<file path="src/iom_pkg.sv">
// Constants shared by the pin function multiplexer
package iom_pkg;
  localparam int FUNC_COUNT = 16;
  localparam int SEL_WIDTH = 4;
  localparam logic [1:0] MODE_INPUT = 2'h0;
  localparam logic [1:0] MODE_OUTPUT = 2'h1;
  localparam logic [1:0] MODE_ALT = 2'h2;
  localparam logic [1:0] MODE_ANALOG = 2'h3;
  localparam logic [1:0] MODE_RESET = 2'h0;
  localparam logic OTYPE_PUSH_PULL = 1'h0;
  localparam logic OTYPE_OPEN_DRAIN = 1'h1;
  localparam logic OTYPE_RESET = 1'h0;
  localparam logic [1:0] PULL_NONE = 2'h0;
  localparam logic [1:0] PULL_UP = 2'h1;
  localparam logic [1:0] PULL_DOWN = 2'h2;
  localparam logic [1:0] PULL_RESET = 2'h0;
  localparam logic [1:0] SPEED_RESET = 2'h0;
  localparam logic [3:0] FUNC_SEL_ZERO = 4'h0;
  localparam logic [3:0] FUNC_SEL_ONE = 4'h1;
  localparam logic [3:0] FUNC_SEL_THIRTEEN = 4'hD;
  localparam logic [3:0] FUNC_SEL_FIFTEEN = 4'hF;
  localparam logic [3:0] FUNC_SEL_RESET = 4'h0;
  localparam logic [3:0] IRQ_PORT_MAX = 4'h5;
  localparam logic [3:0] IRQ_SRC_RESET = 4'h0;
endpackage : iom_pkg

</file>
<file path="src/iom_io_pin_function_mux.sv">
// Pin mode, drive and function multiplexing plus interrupt source select
//
// Function
// RQ1 - Settings are clocked by the fast system bus clock, not a slow bus.
// RQ2 - Each pin connects at most one peripheral function at a time.
// RQ3 - Each pin has a sixteen-way selector split over low and high halves.
// RQ4 - After reset every pin selector points at input zero.
// RQ5 - Peripherals are reached only through selector values one to thirteen.
// RQ6 - Selector value fifteen connects the core event output to the pin.
// RQ7 - In alternate mode the connected peripheral decides the pin direction.
// RQ8 - Software sets mode, then type, pull, speed, then the selector.
// RQ9 - Output type, pull and speed are separate per-pin settings.
// RQ10 - One peripheral signal may appear on several pins via their selectors.
// RQ11 - A per-line field picks which port feeds each interrupt line.
// RQ12 - Interrupt source codes above 0101 are invalid; six ports.
// RQ13 - Push-pull or open-drain with any pull; input pulls; analog mode.
// RQ14 - Output speed is a two-bit code with four levels.
`timescale 1ns/1ns
module iom_io_pin_function_mux #(
  parameter int NUM_PINS = 16,
  parameter int NUM_IRQ_LINES = 16,
  parameter int NUM_PORTS = 6
) (
  input wire logic clk,
  input wire logic rst_b,
  input wire logic [2*NUM_PINS-1:0] pin_mode_setting,
  input wire logic [NUM_PINS-1:0] pin_output_type_setting,
  input wire logic [2*NUM_PINS-1:0] pin_pull_setting,
  input wire logic [2*NUM_PINS-1:0] pin_speed_setting,
  input wire logic [2*NUM_PINS-1:0] func_select_low_half,
  input wire logic [2*NUM_PINS-1:0] func_select_high_half,
  input wire logic [NUM_PINS-1:0] gpio_out,
  input wire logic [iom_pkg::FUNC_COUNT*NUM_PINS-1:0] func_out,
  input wire logic [iom_pkg::FUNC_COUNT*NUM_PINS-1:0] func_oe,
  input wire logic core_event_output,
  input wire logic [NUM_PINS-1:0] pad_in,
  input wire logic [4*NUM_IRQ_LINES-1:0] irq_line_source_select,
  input wire logic [NUM_PORTS*NUM_IRQ_LINES-1:0] port_pins,
  output logic [NUM_PINS-1:0] pad_out_q,
  output logic [NUM_PINS-1:0] pad_oe_q,
  output logic [NUM_PINS-1:0] pad_pull_up_q,
  output logic [NUM_PINS-1:0] pad_pull_down_q,
  output logic [2*NUM_PINS-1:0] pad_speed_q,
  output logic [NUM_PINS-1:0] pad_analog_q,
  output logic [NUM_PINS-1:0] gpio_in_q,
  output logic [iom_pkg::FUNC_COUNT*NUM_PINS-1:0] func_in_q,
  output logic [NUM_IRQ_LINES-1:0] irq_line_level_q,
  output logic [NUM_IRQ_LINES-1:0] irq_src_invalid_q
);
  localparam int FC = iom_pkg::FUNC_COUNT;

  logic [2*NUM_PINS-1:0] mode_q;
  logic [NUM_PINS-1:0] otype_q;
  logic [2*NUM_PINS-1:0] pull_q;
  logic [2*NUM_PINS-1:0] speed_q;
  logic [4*NUM_PINS-1:0] sel_q;
  logic [4*NUM_IRQ_LINES-1:0] src_q;

  logic [NUM_PINS-1:0] out_d;
  logic [NUM_PINS-1:0] oe_d;
  logic [NUM_PINS-1:0] up_d;
  logic [NUM_PINS-1:0] down_d;
  logic [NUM_PINS-1:0] analog_d;
  logic [NUM_PINS-1:0] gin_d;
  logic [FC*NUM_PINS-1:0] fin_d;
  logic [NUM_IRQ_LINES-1:0] level_d;
  logic [NUM_IRQ_LINES-1:0] invalid_d;

  // Settings sampled on the fast system clock; reset state is input, no pull
  always_ff @(posedge clk or negedge rst_b) begin // RQ1
    if (!rst_b) begin
      mode_q <= {NUM_PINS{iom_pkg::MODE_RESET}};
      otype_q <= {NUM_PINS{iom_pkg::OTYPE_RESET}};
      pull_q <= {NUM_PINS{iom_pkg::PULL_RESET}};
      speed_q <= {NUM_PINS{iom_pkg::SPEED_RESET}};
      sel_q <= {NUM_PINS{iom_pkg::FUNC_SEL_RESET}}; // RQ4
      src_q <= {NUM_IRQ_LINES{iom_pkg::IRQ_SRC_RESET}};
    end else begin
      mode_q <= pin_mode_setting;
      otype_q <= pin_output_type_setting; // RQ9
      pull_q <= pin_pull_setting; // RQ9
      speed_q <= pin_speed_setting; // RQ14
      sel_q <= {func_select_high_half, func_select_low_half}; // RQ3
      src_q <= irq_line_source_select; // RQ11
    end
  end

  for (genvar i = 0; i < NUM_PINS; i++) begin : g_pin
    wire [3:0] sel = sel_q[4*i +: 4]; // RQ3
    wire [1:0] mode = mode_q[2*i +: 2];
    wire [1:0] pull = pull_q[2*i +: 2];
    wire alt = (mode == iom_pkg::MODE_ALT); // RQ7
    wire is_sys = (sel == iom_pkg::FUNC_SEL_ZERO);
    wire is_periph = (sel >= iom_pkg::FUNC_SEL_ONE) &&
                     (sel <= iom_pkg::FUNC_SEL_THIRTEEN); // RQ5
    wire is_event = (sel == iom_pkg::FUNC_SEL_FIFTEEN); // RQ6
    // Single indexed pick, so two functions can never share the pin
    wire fval = func_out[FC*i + int'(sel)]; // RQ2 RQ10
    wire foe = func_oe[FC*i + int'(sel)];
    wire src_val = is_event ? core_event_output :
                   (is_sys || is_periph) ? fval : 1'h0; // RQ6
    wire src_oe = is_event ? 1'h1 :
                  (is_sys || is_periph) ? foe : 1'h0; // RQ7
    wire drv_val = alt ? src_val : gpio_out[i];
    wire drv_en = alt ? src_oe : (mode == iom_pkg::MODE_OUTPUT);
    wire od = (otype_q[i] == iom_pkg::OTYPE_OPEN_DRAIN);
    // Open drain only ever pulls low; a high is left to the pull or board
    assign out_d[i] = od ? 1'h0 : drv_val; // RQ13
    assign oe_d[i] = drv_en & (od ? ~drv_val : 1'h1); // RQ13
    assign analog_d[i] = (mode == iom_pkg::MODE_ANALOG); // RQ13
    // Pulls are cut in analog mode to keep the analog path clean
    assign up_d[i] = (pull == iom_pkg::PULL_UP) && !analog_d[i]; // RQ9
    assign down_d[i] = (pull == iom_pkg::PULL_DOWN) && !analog_d[i]; // RQ9
    assign gin_d[i] = analog_d[i] ? 1'h0 : pad_in[i];
    for (genvar f = 0; f < FC; f++) begin : g_fin
      assign fin_d[FC*i + f] = alt && (sel == 4'(f)) &&
        (4'(f) <= iom_pkg::FUNC_SEL_THIRTEEN) && pad_in[i]; // RQ2 RQ5
    end
  end

  for (genvar j = 0; j < NUM_IRQ_LINES; j++) begin : g_irq
    wire [3:0] code = src_q[4*j +: 4];
    wire valid = (code <= iom_pkg::IRQ_PORT_MAX); // RQ12
    wire [2:0] pidx = valid ? code[2:0] : 3'h0;
    assign invalid_d[j] = !valid; // RQ12
    assign level_d[j] = valid && port_pins[NUM_PORTS*j + int'(pidx)]; // RQ11
  end

  always_ff @(posedge clk or negedge rst_b) begin
    if (!rst_b) begin
      pad_out_q <= '0;
      pad_oe_q <= '0;
      pad_pull_up_q <= '0;
      pad_pull_down_q <= '0;
      pad_speed_q <= '0;
      pad_analog_q <= '0;
      gpio_in_q <= '0;
      func_in_q <= '0;
      irq_line_level_q <= '0;
      irq_src_invalid_q <= '0;
    end else begin
      pad_out_q <= out_d;
      pad_oe_q <= oe_d;
      pad_pull_up_q <= up_d;
      pad_pull_down_q <= down_d;
      pad_speed_q <= speed_q; // RQ14
      pad_analog_q <= analog_d;
      gpio_in_q <= gin_d;
      func_in_q <= fin_d;
      irq_line_level_q <= level_d;
      irq_src_invalid_q <= invalid_d;
    end
  end

  wire [3:0] sel0 = sel_q[3:0];
  wire alt0 = (mode_q[1:0] == iom_pkg::MODE_ALT);
  wire pp0 = (otype_q[0] == iom_pkg::OTYPE_PUSH_PULL);
endmodule : iom_io_pin_function_mux

</file>
<file path="config.mk">
export PLATFORM = sky130hd
export DESIGN_NAME = iom_io_pin_function_mux
export DESIGN_NICKNAME = d
export VERILOG_FILES = /design/src/iom_pkg.sv /design/src/iom_io_pin_function_mux.sv
export SDC_FILE = /design/constraint.sdc
export NUM_CORES = 1
export LEC_CHECK = 0
export BUFFER_PORTS_ARGS = -buffer_cell sky130_fd_sc_hd__buf_4
export CAP_MARGIN = 15
export CORE_AREA = 4 4 511 513
export CTS_CLUSTER_DIAMETER = 200
export DETAILED_ROUTE_END_ITERATION = 16
export DIE_AREA = 0 0 515 517
export GPL_TIMING_DRIVEN = 0
export HOLD_SLACK_MARGIN = 0.02
export PLACE_DENSITY_LB_ADDON = 0.05
export SKIP_CTS_REPAIR_TIMING = 1
export SYNTH_ARGS = -nofsm -noshare
export SYNTH_HDL_FRONTEND = slang
export SYNTH_SLANG_ARGS = --single-unit
</file>
<file path="constraint.sdc">
create_clock -name clk -period 6.6 [get_ports clk]
set_input_delay 0.99 -clock clk [delete_from_list [all_inputs] [get_ports clk]]
set_output_delay 0.99 -clock clk [all_outputs]
set_load 0.01 [all_outputs]
</file>
==> metrics.md <==
| Metric | Value |
|---|---|
| Outcome | `completed` |
| Commonest non-fill, non-tap cell in the layout | `buf_4` |
| Worst slew margin | `0.370` |
| Reg-to-reg critical path endpoint | `pad_oe_q[0]` |
| Slew Limit Fails | `0` |
| WP data required | `7.13 ns` |
| Detailed-route wire length per cell | `23.8 um` |
| Final cell count without fillers | `6,706` |
| Syn_area_per_cell | `13.1 um^2` |
| Reg2Reg Launch Point | `sel_q[0]` |
| Drt initial violations | `778` |
| Async S/R FF share, synth | `1.00` |
| CTS H-tree depth | `3` |
| Final WL | `160 mm` |
| Nets | `4,119` |
| Share of the synthesized area in the top cell type | `0.632` |
| GRT Total Usage | `0.116` |
| FF+latch count, synth | `624` |
| CTS tree | `yes` |
| Grt met1 use | `0.118` |
| CP Capture Type | `flip-flop` |
| CP Max Fanout | `10` |
| Library cell with the largest summed area after synthesis | `dfrtp_1` |
| Placed insts | `6,518` |
| Layout area overhead | `68.6%` |
| FMAX | `387 MHz` |
| Skew-Pair Late Insertion Delay | `0.71 ns` |
| Synthesized area | `0.0247 mm^2` |
| Commonest register cell after synthesis | `dfrtp_1` |
| Ports | `1,299` |
| Crit path launch | `sel_q[0]` |
| Clock skew | `0.0400 ns` |
| Final period utilization | `0.391` |
| Gp weighted congestion | `0.761` |
| Starting density of the core | `0.0964` |
| Synth area leaders | `dfrtp_1 63%, mux4_2 8.7%, nor2_1 4.5%, mux2i_1 2.7%, nor2b_1 1.4%` |
| Hold WC Path Type | `in -> async` |
| Final hold viol count | `0` |
| Synth Warn # | `0` |
| Largest net degree at the start of global routing | `100` |
| WP data arrival | `3.12 ns` |
| M3 GR Usage | `0.0648` |
| Number of global-route vias before repair | `23,300` |
| Fin crit period | `2.58 ns` |
| Die footprint | `0.266 mm^2` |
| Hpwl dp | `133 mm` |
| Power per cell area | `260 mW/mm^2` |
| First-pass GRT wire length | `211 mm` |
| R2R depth | `6` |
| Final setup fails | `0` |
| Die W | `515 um` |
| Crit Path Class | `reg -> reg` |
| # DRC | `0` |
| Leak pwr | `18.9 nW` |
| Initial antenna violation count | `57` |
| Met2 Usage GRT | `0.196` |
| Unrepaired setup endpoints after global routing | `no` |
| Share of cells above drive strength 1 | `0.469` |
| Register area share after synthesis | `0.632` |
| CTS max path bufs | `3` |
| Most frequent cells in the layout | `1,235 x buf_4, 624 x dfrtp_1, 299 x nor2_1` |
| Startpoint Class | `flip-flop` |
| Site Rows | `186` |
| Pre-Repair DR Iteration Count | `4` |
| Detail Route Antenna Nets | `0` |
| Post-synthesis cell count | `1,893` |
| TritonCTS Buffers | `92` |
| Via count | `20,600` |
| Root Buffer | `clkbuf_16` |
| Core box area | `0.256 mm^2` |
| Flop-to-flop setup slack | `4.02 ns` |
| Final total power | `10.9 mW` |
| Vias per cell | `3.07` |
| Clock-pin slew on the worst setup and hold paths | `0.06 ns` |
| Gr ovfl total | `0` |
| Clk sink count | `624` |
| I/O Buffers | `1,203` |
| VDD IR max | `0.000201 V` |
| Total of max-cap violations | `0` |
| Netlist cell types | `67` |
| Die height | `517 um` |
| Number of enable flip-flop cells after synthesis | `0` |
| Busiest layer in global routing | `met2` |
| Slew @ Worst Pin | `0.945 ns` |
| Final-layout fill cell count | `28,700` |
flip-flops by register name (all words and copies together) (netlist names), 32 cells and up:
signal and cells:
pad_speed_q 32, speed_q 32, sel_q 64, src_q 64, mode_q 32, pull_q 32, func_in_q 224
worst max-delay path: stages (launching register included):
cell and delay (ns):
dfrtp_1 0.32, clkbuf_1 0.42, buf_2 0.38, mux4_2 0.56, o22ai_1 0.21, nor3_1 0.08, a21oi_1 0.45
metrics by stage:
step,setup slack (ns),hold WS [ns],util,TNS (ns),instance area [um^2]
floorplan,4.21,0.331,-,0,24800
global placement,-4.63,0.331,0.149,-2705.09,38100
detailed placement,3.54,0.335,0.149,0,38300
CTS,3.80,0.123,0.162,0,41600
global route,3.78,0.179,0.162,0,41600
finish,4.02,0.224,0.163,0,41700
per-layer routing:
| layer | vias up | wire, um |
|---|---|---|
| li1 | 9381 | - |
| met1 | 9986 | 56500 |
| met2 | 921 | 77800 |
| met3 | 233 | 19700 |
| met4 | 60 | 5460 |
| met5 | - | 382 |
how the worst max path moves through the flow:
stage	endpoint	depth (start not counted)
6_report	pad_oe_q[0]	6
5_1_grt	pad_oe_q[0]	6
4_1_cts	pad_oe_q[0]	6
3_5_place_dp	pad_speed_q[5]	4
3_3_place_gp	pad_speed_q[5]	1
2_1_floorplan	pad_oe_q[2]	5
power breakdown:
part,internal (mW),total [mW],switching (mW)
combinational,0.667,1.30,0.635
clock,3.37,5.49,2.12
sequential,3.97,4.06,0.0890
cells in the mapped netlist, drive strengths merged (5+ instances only):
cell	instances
buf	53
nand2	85
and4	5
clkbuf	49
nand2b	15
nor3b	40
a31oi	10
and2	24
or3b	13
inv	43
a21oi	48
or3	8
dfrtp	624
mux4	104
mux2	19
nor2b	57
mux2i	67
nor3	20
o311ai	10
nand3b	42
o21ai	37
a311oi	6
o211ai	8
a21o	8
nor2	299
nand3	70
o22ai	24
o31a	9
nor4	8
a221oi	10
ha	8
a211oi	25
cells by family after synthesis:
family | Yosys count | synth area share
AO/OA/AOI/OAI | 222 | 0.0607
multiplexers | 190 | 0.132
adder cells (fa/ha/maj) | 8 | 0.00405
buffers and inverters | 148 | 0.0309
other | 1 | 0.000152
flip-flops | 624 | 0.632
AND/OR/NAND/NOR | 700 | 0.140
final cells by class:
type	count	area, um^2	share of cell area
Antenna cell	18	45.0	0.00108
Buffer	104	599	0.0144
Clock buffer	132	2710	0.0649
Clock inverter	38	618	0.0148
Inverter	44	165	0.00396
Multi-Input combinational cell	1152	8450	0.203
Sequential cell	624	15600	0.375
Tap cell	3384	4230	0.102
Timing Repair Buffer	1210	9230	0.222
Note: power is estimated with default switching activity, not from simulation.
